### config.mk
export PLATFORM = sky130hd
export DESIGN_NAME = mpio_top
export DESIGN_NICKNAME = d
export VERILOG_FILES = /design/src/rtl/mpio_pkg.sv /design/src/rtl/mpio_top.sv
export VERILOG_INCLUDE_DIRS = /design/src /design/src/rtl
export SDC_FILE = /design/constraint.sdc
export NUM_CORES = 1
export LEC_CHECK = 0
export BUFFER_PORTS_ARGS = -buffer_cell sky130_fd_sc_hd__buf_2
export CAP_MARGIN = 20
export CELL_PAD_IN_SITES_DETAIL_PLACEMENT = 0
export CELL_PAD_IN_SITES_GLOBAL_PLACEMENT = 2
export CORE_UTILIZATION = 30
export DETAILED_ROUTE_END_ITERATION = 8
export PLACE_DENSITY_LB_ADDON = 0.1
export SLEW_MARGIN = 20
export SYNTH_ARGS = -nofsm -noshare
export SYNTH_HDL_FRONTEND = slang
export SYNTH_SLANG_ARGS = --single-unit
### constraint.sdc
create_clock -name CLK -period 2.85 [get_ports CLK]
set_clock_uncertainty 0.05 [all_clocks]
set_input_delay 0.7125 -clock CLK [delete_from_list [all_inputs] [get_ports CLK]]
set_output_delay 0.7125 -clock CLK [all_outputs]
set_load 0.02 [all_outputs]
### src/rtl/mpio_defs.svh
// Register indices, field positions, reset values and bus answers of the port block
`ifndef MPIO_DEFS_SVH
`define MPIO_DEFS_SVH
`define MPIO_IDX_C_DATA 8'h07
`define MPIO_IDX_D_DATA 8'h08
`define MPIO_IDX_E_DATA 8'h09
`define MPIO_IDX_C_DIR 8'h87
`define MPIO_IDX_D_DIR 8'h88
`define MPIO_IDX_E_CTRL 8'h89
`define MPIO_IDX_ANALOG 8'h9F
`define MPIO_DIR_RST 8'hFF
`define MPIO_EDIR_RST 3'h7
`define MPIO_ANALOG_RST 3'h7
`define MPIO_LATCH_POR 8'h00
`define MPIO_ELATCH_POR 3'h0
`define MPIO_BIT_IBF 7
`define MPIO_BIT_OBF 6
`define MPIO_BIT_INPUT_BUFFER_OVERFLOW_FLAG 5
`define MPIO_BIT_MODE 4
`define MPIO_STB_READ 0
`define MPIO_STB_WRITE 1
`define MPIO_STB_CS 2
`define MPIO_RESP_OKAY 2'h0
`define MPIO_RESP_SLVERR 2'h2
`endif

### src/rtl/mpio_pkg.sv
// Types shared by the port block
package mpio_pkg;
    typedef logic [7:0] mpio_byte_type;
    typedef logic [2:0] mpio_tri_type;
    typedef enum logic [1:0] {
        MPIO_IDLE = 2'b01,
        MPIO_RESP = 2'b10
    } mpio_bus_state_type;
endpackage

### src/rtl/mpio_top.sv
// Three-bank general purpose port with peripheral override and parallel slave mode
//
// Summary of operation
// - Direction bit 1 makes the pin an input with driver off.
// - Direction bit 0 drives the pin from its output latch.
// - Bank C has eight pins, each with latch and direction bit.
// - An enabled peripheral overrides its bank C pin direction.
// - Bank C pin output muxes peripheral output or latch by select.
// - Peripheral output enable acts only while its select is active.
// - Bank C bits 0,1,2,5,6,7 carry timer, PWM, SPI and USART lines.
// - Bank C bit3 is serial clock, bit4 serial data.
// - Data latches cleared to zero at power-on, kept on other resets.
// - Bank C and D directions reset to all inputs on any reset.
// - Bank D has eight pins, each with its own direction bit.
// - Slave mode bit turns bank D into an 8-bit slave data port.
// - In slave mode pin n carries bit n of the data byte.
// - Bank E has three pins set by low three control bits.
// - In slave mode bank E pins are the slave port strobes.
// - Bank E pins selected analog read back as zero.
// - Bank E direction bits drive pins even when analog.
// - After power-on bank E pins are analog inputs.
// - Control bit 3 reads zero; reset gives flags clear, directions set.
// - Overflow flag sets on external write while byte unread.
// - Selected read strobe presents the byte; write strobe loads it.
// - Input and output buffer full flags show pending bytes.
//
// The AXI4-Lite slave port was decided locally.
`timescale 1ns/1ps
`include "mpio_defs.svh"

module mpio_top #(
    parameter int ADDR_W = 12,
    parameter bit HAS_SLAVE_PORT = 1'b1
) (
    input wire logic CLK, // Core clock
    input wire logic SYS_RST, // Any reset, sync high
    input wire logic POR_RST, // Power-on or brown-out reset, sync high
    input wire logic [ADDR_W-1:0] AWADDR, // Write address
    input wire logic AWVALID, // Write address valid
    output logic AWREADY, // Write address ready
    input wire logic [31:0] WDATA, // Write data
    input wire logic [3:0] WSTRB, // Write byte lanes
    input wire logic WVALID, // Write data valid
    output logic WREADY, // Write data ready
    output logic [1:0] BRESP, // Write answer
    output logic BVALID, // Write answer valid
    input wire logic BREADY, // Write answer ready
    input wire logic [ADDR_W-1:0] ARADDR, // Read address
    input wire logic ARVALID, // Read address valid
    output logic ARREADY, // Read address ready
    output logic [31:0] RDATA, // Read data
    output logic [1:0] RRESP, // Read answer
    output logic RVALID, // Read answer valid
    input wire logic RREADY, // Read answer ready
    input wire mpio_pkg::mpio_byte_type C_IN, // Bank C pin levels
    output mpio_pkg::mpio_byte_type C_OUT, // Bank C pin drive
    output mpio_pkg::mpio_byte_type C_OE_N, // Bank C drive enable, low drives
    input wire mpio_pkg::mpio_byte_type PERIPH_SEL, // Peripheral owns pin
    input wire mpio_pkg::mpio_byte_type PERIPH_OUT, // Peripheral output level
    input wire mpio_pkg::mpio_byte_type PERIPH_OE, // Peripheral wants to drive
    input wire mpio_pkg::mpio_byte_type D_IN, // Bank D pin levels
    output mpio_pkg::mpio_byte_type D_OUT, // Bank D pin drive
    output mpio_pkg::mpio_byte_type D_OE_N, // Bank D drive enable, low drives
    input wire mpio_pkg::mpio_tri_type E_IN, // Bank E pin levels
    output mpio_pkg::mpio_tri_type E_OUT, // Bank E pin drive
    output mpio_pkg::mpio_tri_type E_OE_N, // Bank E drive enable, low drives
    output logic SLAVE_MODE // Slave port mode active
);
    import mpio_pkg::*;

    function automatic logic [7:0] reg_index(input logic [ADDR_W-1:0] a);
        reg_index = a[9:2];
    endfunction

    function automatic logic reg_mapped(input logic [ADDR_W-1:0] a);
        logic [7:0] i;
        i = a[9:2];
        reg_mapped = (a[ADDR_W-1:10] == '0) && (i == `MPIO_IDX_C_DATA || i == `MPIO_IDX_D_DATA
            || i == `MPIO_IDX_E_DATA || i == `MPIO_IDX_C_DIR || i == `MPIO_IDX_D_DIR
            || i == `MPIO_IDX_E_CTRL || i == `MPIO_IDX_ANALOG);
    endfunction

    // ****************************************
    // Bus slave state
    // ****************************************
    mpio_bus_state_type wr_st_q, wr_st_d, rd_st_q, rd_st_d;
    logic aw_have_q, w_have_q;
    logic [ADDR_W-1:0] aw_addr_q;
    logic [31:0] w_data_q;
    logic w_lane_q;
    logic [1:0] bresp_q, rresp_q;
    logic [31:0] rdata_q;

    // ****************************************
    // Port state
    // ****************************************
    mpio_byte_type c_lat_q, c_lat_d, d_lat_q, d_lat_d;
    mpio_byte_type c_dir_q, c_dir_d, d_dir_q, d_dir_d;
    mpio_tri_type e_lat_q, e_lat_d, e_dir_q, e_dir_d, ana_q, ana_d;
    logic mode_q, mode_d, ibf_q, ibf_d, obf_q, obf_d, input_buffer_overflow_flag_q, input_buffer_overflow_flag_d;
    mpio_byte_type in_buf_q, in_buf_d, cap_q, cap_d;
    logic rd_act_q, wr_act_q;

    wire any_rst = SYS_RST | POR_RST;
    wire wr_go = aw_have_q & w_have_q & (wr_st_q == MPIO_IDLE);
    wire [7:0] wr_idx = reg_index(aw_addr_q);
    wire wr_ok = reg_mapped(aw_addr_q);
    wire wr_take = wr_go & wr_ok & w_lane_q;
    wire wr_c = wr_take & (wr_idx == `MPIO_IDX_C_DATA);
    wire wr_d = wr_take & (wr_idx == `MPIO_IDX_D_DATA);
    wire wr_e = wr_take & (wr_idx == `MPIO_IDX_E_DATA);
    wire wr_cdir = wr_take & (wr_idx == `MPIO_IDX_C_DIR);
    wire wr_ddir = wr_take & (wr_idx == `MPIO_IDX_D_DIR);
    wire wr_ctrl = wr_take & (wr_idx == `MPIO_IDX_E_CTRL);
    wire wr_ana = wr_take & (wr_idx == `MPIO_IDX_ANALOG);
    wire [7:0] wd = w_data_q[7:0];

    wire ar_fire = ARVALID & ARREADY;
    wire [7:0] ar_idx = reg_index(ARADDR);
    wire ar_ok = reg_mapped(ARADDR);
    wire slave_on = HAS_SLAVE_PORT & mode_q;

    // ****************************************
    // Slave port strobes
    // ****************************************
    // Strobes sampled straight from the pins, which arrive synchronous to CLK
    wire stb_rd_n = E_IN[`MPIO_STB_READ];
    wire stb_wr_n = E_IN[`MPIO_STB_WRITE];
    wire stb_cs_n = E_IN[`MPIO_STB_CS];
    wire rd_act = slave_on & ~stb_cs_n & ~stb_rd_n;
    wire wr_act = slave_on & ~stb_cs_n & ~stb_wr_n;
    wire ext_wr_end = wr_act_q & ~wr_act;
    wire ext_rd_end = rd_act_q & ~rd_act;
    wire cpu_rd_d = ar_fire & ar_ok & (ar_idx == `MPIO_IDX_D_DATA) & slave_on;

    // ****************************************
    // Pin drive
    // ****************************************
    // Bit map of the selects: 0 timer osc out/clock in, 1 timer osc in/PWM two,
    // 2 PWM one, 3 serial clock, 4 serial data, 5 SPI out, 6 USART tx, 7 USART rx
    wire [7:0] c_eff_dir = (PERIPH_SEL & ~PERIPH_OE) | (~PERIPH_SEL & c_dir_q);
    assign C_OUT = (PERIPH_SEL & PERIPH_OUT) | (~PERIPH_SEL & c_lat_q);
    assign C_OE_N = c_eff_dir;
    assign D_OUT = d_lat_q;
    assign D_OE_N = slave_on ? {8{~rd_act}} : d_dir_q;
    assign E_OUT = e_lat_q;
    // Direction still rules the driver on analog pins
    assign E_OE_N = e_dir_q;
    assign SLAVE_MODE = slave_on;

    // ****************************************
    // Read decode
    // ****************************************
    wire [7:0] ctrl_rd = {ibf_q, obf_q, input_buffer_overflow_flag_q, mode_q, 1'b0, e_dir_q};
    wire [7:0] e_rd = {5'h00, E_IN & ~ana_q};
    wire [7:0] d_rd = slave_on ? in_buf_q : D_IN;
    wire [7:0] rd_byte =
        (ar_idx == `MPIO_IDX_C_DATA) ? C_IN :
        (ar_idx == `MPIO_IDX_D_DATA) ? d_rd :
        (ar_idx == `MPIO_IDX_E_DATA) ? e_rd :
        // Returns overridden directions, so RMW here is unsafe
        (ar_idx == `MPIO_IDX_C_DIR) ? c_eff_dir :
        (ar_idx == `MPIO_IDX_D_DIR) ? d_dir_q :
        (ar_idx == `MPIO_IDX_E_CTRL) ? ctrl_rd :
        (ar_idx == `MPIO_IDX_ANALOG) ? {5'h00, ana_q} : 8'h00;

    // ****************************************
    // Next values
    // ****************************************
    assign c_lat_d = wr_c ? wd : c_lat_q;
    assign d_lat_d = wr_d ? wd : d_lat_q;
    assign e_lat_d = wr_e ? wd[2:0] : e_lat_q;
    assign c_dir_d = wr_cdir ? wd : c_dir_q;
    assign d_dir_d = wr_ddir ? wd : d_dir_q;
    assign e_dir_d = wr_ctrl ? wd[2:0] : e_dir_q;
    assign ana_d = wr_ana ? wd[2:0] : ana_q;
    assign mode_d = wr_ctrl ? wd[`MPIO_BIT_MODE] : mode_q;
    assign cap_d = wr_act ? D_IN : cap_q;
    assign in_buf_d = ext_wr_end ? cap_q : in_buf_q;
    // Set wins over clear on every flag
    assign ibf_d = ext_wr_end | (ibf_q & ~cpu_rd_d);
    assign obf_d = (wr_d & slave_on) | (obf_q & ~ext_rd_end);
    assign input_buffer_overflow_flag_d = (ext_wr_end & ibf_q) | (wr_ctrl ? wd[`MPIO_BIT_INPUT_BUFFER_OVERFLOW_FLAG] : input_buffer_overflow_flag_q);

    always_ff @(posedge CLK) begin
        if (POR_RST) begin
            c_lat_q <= `MPIO_LATCH_POR;
            d_lat_q <= `MPIO_LATCH_POR;
            e_lat_q <= `MPIO_ELATCH_POR;
        end else if (!SYS_RST) begin
            // A warm reset must not let a pending bus write slip into the latches
            c_lat_q <= c_lat_d;
            d_lat_q <= d_lat_d;
            e_lat_q <= e_lat_d;
        end
    end

    always_ff @(posedge CLK) begin
        if (any_rst) begin
            c_dir_q <= `MPIO_DIR_RST;
            d_dir_q <= `MPIO_DIR_RST;
            e_dir_q <= `MPIO_EDIR_RST;
            ana_q <= `MPIO_ANALOG_RST;
            mode_q <= 1'b0;
        end else begin
            c_dir_q <= c_dir_d;
            d_dir_q <= d_dir_d;
            e_dir_q <= e_dir_d;
            ana_q <= ana_d;
            mode_q <= mode_d;
        end
    end

    always_ff @(posedge CLK) begin
        if (any_rst) begin
            ibf_q <= 1'b0;
            obf_q <= 1'b0;
            input_buffer_overflow_flag_q <= 1'b0;
            rd_act_q <= 1'b0;
            wr_act_q <= 1'b0;
            in_buf_q <= 8'h00;
            cap_q <= 8'h00;
        end else begin
            ibf_q <= ibf_d;
            obf_q <= obf_d;
            input_buffer_overflow_flag_q <= input_buffer_overflow_flag_d;
            rd_act_q <= rd_act;
            wr_act_q <= wr_act;
            in_buf_q <= in_buf_d;
            cap_q <= cap_d;
        end
    end

    // ****************************************
    // AXI4-Lite channels
    // ****************************************
    assign AWREADY = ~aw_have_q & (wr_st_q == MPIO_IDLE);
    assign WREADY = ~w_have_q & (wr_st_q == MPIO_IDLE);
    assign BVALID = (wr_st_q == MPIO_RESP);
    assign BRESP = bresp_q;
    assign ARREADY = (rd_st_q == MPIO_IDLE);
    assign RVALID = (rd_st_q == MPIO_RESP);
    assign RRESP = rresp_q;
    assign RDATA = rdata_q;

    always_comb begin
        case (wr_st_q)
            MPIO_IDLE: wr_st_d = wr_go ? MPIO_RESP : MPIO_IDLE;
            MPIO_RESP: wr_st_d = BREADY ? MPIO_IDLE : MPIO_RESP;
            default: wr_st_d = MPIO_IDLE;
        endcase
    end

    always_comb begin
        case (rd_st_q)
            MPIO_IDLE: rd_st_d = ARVALID ? MPIO_RESP : MPIO_IDLE;
            MPIO_RESP: rd_st_d = RREADY ? MPIO_IDLE : MPIO_RESP;
            default: rd_st_d = MPIO_IDLE;
        endcase
    end

    always_ff @(posedge CLK) begin
        if (any_rst) begin
            wr_st_q <= MPIO_IDLE;
            rd_st_q <= MPIO_IDLE;
            aw_have_q <= 1'b0;
            w_have_q <= 1'b0;
        end else begin
            wr_st_q <= wr_st_d;
            rd_st_q <= rd_st_d;
            aw_have_q <= (aw_have_q | (AWVALID & AWREADY)) & ~wr_go;
            w_have_q <= (w_have_q | (WVALID & WREADY)) & ~wr_go;
        end
    end

    always_ff @(posedge CLK) begin
        if (any_rst) begin
            aw_addr_q <= '0;
            w_data_q <= 32'h00000000;
            w_lane_q <= 1'b0;
            bresp_q <= `MPIO_RESP_OKAY;
            rresp_q <= `MPIO_RESP_OKAY;
            rdata_q <= 32'h00000000;
        end else begin
            if (AWVALID & AWREADY) begin
                aw_addr_q <= AWADDR;
            end
            if (WVALID & WREADY) begin
                w_data_q <= WDATA;
                w_lane_q <= WSTRB[0];
            end
            if (wr_go) begin
                bresp_q <= wr_ok ? `MPIO_RESP_OKAY : `MPIO_RESP_SLVERR;
            end
            if (ar_fire) begin
                rresp_q <= ar_ok ? `MPIO_RESP_OKAY : `MPIO_RESP_SLVERR;
                rdata_q <= ar_ok ? {24'h000000, rd_byte} : 32'h00000000;
            end
        end
    end
endmodule

=== After elaboration in Yosys (flattened, before gate mapping) ===
Index checks and enable logic that the tools add are counted.

* Flip-flop bits (word level): 126
* Input bits: 111
* Output and inout port bits: 80
* Word-level logic and storage cells: 138

* Equal/unequal tests: 18
* Muxes and demuxes: 19
* Bitwise gates (word level): 57
* Reductions and logical operators: 19

{| class="wikitable"
|+ Operators with widths
! cell !! count
|-
| $mux W8 || 9
|-
| $eq A8 B8 Y1 const B || 8
|-
| $and A8 B8 Y8 || 4
|-
| $eq A8 B4 Y1 const B || 4
|-
| $and A1 B1 Y1 || 30
|-
| $eq A8 B3 Y1 const B || 2
|-
| $not A8 Y8 || 2
|-
| $or A8 B8 Y8 || 2
|-
| $logic_or A1 B1 Y1 || 12
|-
| $mux W2 || 6
|-
| $not A1 Y1 || 11
|-
| $pmux W2 S2 || 2
|-
| $or A1 B1 Y1 || 6
|-
| $reduce_and A2 Y1 || 3
|-
| $eq A2 B1 Y1 const B || 2
|-
| $eq A2 B2 Y1 const B || 2
|-
| $logic_not A2 Y1 || 2
|-
| $and A3 B3 Y3 || 1
|-
| $mux W3 || 1
|-
| $not A3 Y3 || 1
|-
| $logic_and A1 B1 Y1 || 2
|-
| $mux W1 || 1
|}

=== Logic depth before layout (Yosys ltp) ===
* Word-level depth: 14
* Gate-level depth with buffers: 9

=== Worst setup path before layout ===
OpenSTA, ideal clock, no wires.

* Kind: in2out
* Start point: input port E_IN[2]
* End point: output port D_OE_N[0]
* Arrival: 1.483 ns
* Data required time: 2.088 ns
* Path slack: 0.605 ns
* Cell stages on the path: 4
* Buffers on the path: 1
* Cells stage by stage: nand2b_1 -> clkbuf_1 -> nor2_1 -> nor2_1

* Longest elaborated chain between the ends: 5

{| class="wikitable"
|+ Ends and longest elaborated chain
! what !! RTL line !! RTL
|-
| start: declaration || mpio_top.sv:64 || <nowiki>input wire mpio_pkg::mpio_tri_type E_IN,</nowiki>
|-
| $not A1 Y1 || mpio_top.sv:130 || <nowiki>wire rd_act = slave_on & ~stb_cs_n & ~stb_rd_n;</nowiki>
|-
| $and A1 B1 Y1 (2 in a row) || mpio_top.sv:130 ||
|-
| $not A1 Y1 || mpio_top.sv:145 || <nowiki>assign D_OE_N = slave_on ? {8{~rd_act}} : d_dir_q;</nowiki>
|-
| $mux W8 || mpio_top.sv:145 ||
|-
| end: declaration || mpio_top.sv:63 || <nowiki>output mpio_pkg::mpio_byte_type D_OE_N,</nowiki>
|}

Every way passes these cells.

=== Final worst setup path ===
* Start point: register mode_q (netlist: SLAVE_MODE)
* End point: output port D_OE_N[4]

* Longest elaborated chain between the ends: 4

{| class="wikitable"
|+ Ends and longest elaborated chain
! what !! RTL line !! RTL
|-
| start: declaration || mpio_top.sv:100 || <nowiki>logic mode_q, mode_d, ibf_q, ibf_d, obf_q, obf_d, input_buffer_overflow_flag_q, input_buffer_overflow_flag_d;</nowiki>
|-
| start signal: assignment || mpio_top.sv:210 || <nowiki>mode_q <= mode_d;</nowiki>
|-
| $and A1 B1 Y1 (2 in a row) || mpio_top.sv:130 ||
|-
| $not A1 Y1 || mpio_top.sv:145 ||
|-
| $mux W8 (*) || mpio_top.sv:145 ||
|}

Mark *: on every way between the ends. The rest lies on a longest branch, timed or not.

==> impl_metrics.tcl <==
set metrics [dict create \
    grt_pass1_wl_um 21200 \
    ant_nets 0 \
    worstPathArrival_ns 1.66 \
    power.density_nw_per_um2 502 \
    cts_buffers 9 \
    syn_area_per_cell_um2 8.87 \
    post-synth-top-area-cell "dfxtp_1" \
    critPathCaptureType "output pin" \
    synth.most_common_cell "dfxtp_1" \
    gp_congestion 0.775 \
    path_clk_slew_ns 0.07 \
    path_depth 6 \
    synth_top_area_frac 0.413 \
    path_delay_family "buffers and inverters" \
    dpl.hpwl_um 10800 \
    yosys_register_bits 98 \
    io_pins 191 \
    peakVddDrop_mv 0.246 \
    first_pass_iters 4 \
    vias_per_cell 4.68 \
    diodes 0 \
    core-area_um2 15300 \
    ys_top_cells_by_count "dfxtp_1, nor2_1, mux2i_1" \
    path_class "flip-flop to output pin" \
    clock_latency_ns 0.35 \
    grtUsageTotal 0.172 \
    drt_first_iter_violations 182 \
    cts.path.max_buffers 2 \
    max_freq_ghz 0.414 \
    antenna_found_initial 0 \
    rrSetupSlack_ns 0.76 \
    reg2reg_to "c_dir_q[0]" \
    wl_per_cell_um 15.6 \
    fillerInstances 1633 \
    route.detailed.drc 0 \
    power_leakage_nw 2.37 \
    reg2regPathDepth 7 \
    path_cells "buf_4, nand2b_1, nor2_1, buf_4, nor2_1, buf_2" \
    synth_area_leaders "dfxtp_1, mux2i_1, nor2_1" \
    setup_viol 0 \
    worst_pin_slew_ns 0.625 \
    drv_cap 0 \
    root_buffer "clkbuf_16" \
    cp_slowest_cell "dfxtp_1" \
    cts_resized 0 \
    start_util 0.310 \
    fin_crit_ns 2.42 \
    postLayoutCoreUtil 0.383 \
    hold_class "flip-flop to flip-flop" \
    outcome "complete, no violations" \
    final_net_count 779 \
    syn_inst 536 \
    final_hold_viol_count 0 \
    crit_path_start "SLAVE_MODE" \
    synth_cell_types 61 \
    ys_seq_area_frac 0.413 \
    maxSlewViolCount 0 \
    grt_pass1_vias 3874 \
    hold_buffers 0 \
    yosysWarnings 0 \
    grt_overflow 0 \
    io_buffers 133 \
    ys_async_sr_fraction 0 \
    worstPathRequired_ns 2.09 \
    synth_edf_count 0 \
    critPathMaxFanout 12 \
    rows 45 \
    setup_tns_ns 0 \
    clock_sinks 98 \
    slew_headroom 0.573 \
    cts_tree "built" \
    htree_levels 3 \
    die-area_um2 16300 \
    grt_max_degree 25 \
    reg2reg_from "wr_st_q[1]" \
    critPathMaxStageDelay_ns 0.36 \
    period_share 0.848 \
    die_x_um 128 \
    dieHeight_um 128 \
    via_count 4114 \
    wl_um 13700 \
    drive_above_1_share 0.299 \
    timing.critical_path.to "D_OE_N[4]" \
    grt_setup_unrepaired "false" \
    syn_to_final_growth_pct 23.6 \
    syn-cell-area_um2 4750 \
    cp-start-kind "flip-flop" \
    post-cts-setup-buffers 0 \
    cp.buffers_inverters 3 \
    ys_dominant_reg_cell "dfxtp_1" \
]
sequential cells by signal (all words and copies together) (netlist names), 2 cells and up:
signal and count:
D_OUT 8, E_OE_N 3, E_OUT 3, RDATA 8
ana_q 3, aw_addr_q 10, c_dir_q 8, c_lat_q 8
cap_q 8, d_dir_q 8, in_buf_q 8, rd_st_q 2
w_data_q 8, wr_st_q 2
worst register-to-register path, stage by stage, from the launching register on:
cell and delay [ns]:
dfxtp_1 0.31, inv_1 0.05, ha_1 0.20, and3_1 0.27, and4_1 0.24, and3_1 0.53, mux2i_1 0.26, nand2_1 0.07
report_power, final:
part / internal [W] / switching [W]
clock: 0.000714 / 0.000546
sequential: 0.00138 / 0.0000168
combinational: 0.000105 / 0.000184
layout by cell type (no fill, tap or decap), types with 2 or more instances in the layout:
cell	synthesis	routed
mux2_2	18	18
o211ai_1	2	2
mux2i_1	59	59
nand2b_1	2	2
a221oi_1	3	3
nor3_1	9	9
nor2b_1	5	5
clkbuf_16	0	9
a211oi_1	8	8
a221o_1	3	3
inv_1	7	7
buf_2	12	133
o21ai_0	15	15
nand3_1	28	28
o21a_1	2	2
or3_1	2	2
dfxtp_1	98	98
conb_1	1	26
o31ai_1	4	4
a22oi_1	3	3
inv_6	0	2
nand3b_1	2	2
nand2_1	57	57
nor2_1	70	70
a21oi_1	39	39
a32oi_1	2	2
and3_1	3	3
clkinv_4	0	2
buf_4	28	18
ha_1	4	4
metrics by stage:
step	hold slack [ns]	power [W]	setup slack (ns)	std cells	instance area, um^2
2_1_floorplan	0.386	0.00162	0.605	561	4850
3_3_place_gp	0.387	0.00172	0.478	864	5560
4_1_cts	0.404	0.00299	0.391	880	5870
3_5_place_dp	0.389	0.00172	0.477	864	5560
6_report	0.398	0.00295	0.432	880	5870
5_1_grt	0.424	0.00308	0.273	880	5870
how the worst min path moves through the flow:
stage | startpoint | to | cells past startpoint
finish | RDATA[4] | RDATA[4] | 2
global route | RDATA[4] | RDATA[4] | 2
CTS | RDATA[4] | RDATA[4] | 2
detailed placement | RDATA[4] | RDATA[4] | 2
global placement | RDATA[4] | RDATA[4] | 2
floorplan | aw_addr_q[10] | aw_addr_q[10] | 2
metal layers:
layer | track usage | up-vias | part of all wire
met5 | 0 | - | 0
met4 | 0.0602 | 0 | 0.014
met3 | 0.0280 | 15 | 0.044
met2 | 0.293 | 112 | 0.48
met1 | 0.221 | 1902 | 0.46
li1 | - | 2085 | -
logic make-up (layout without fill, tap and decap cells):
family          Yosys count  count (layout)  synth area share
compound gates           91              91             0.121
fa+ha+maj                 4               4            0.0105
buf+inv                  66             174            0.0790
flops                    98              98             0.413
mux                      77              77             0.167
other cells               1              26          0.000789
simple gates            199             199             0.209
area by class of cell:
type                    instances  area, um^2  area share
multi-input cells             397        2510       0.427
flip-flops and latches         98        1960       0.334
repair buffers                151         801       0.136
well taps                     211         264      0.0450
clock buffers                  10         239      0.0407
clock inverters                 6        72.6      0.0124
inverters                       7        26.3     0.00447
Power figures use the tool's default switching activity.
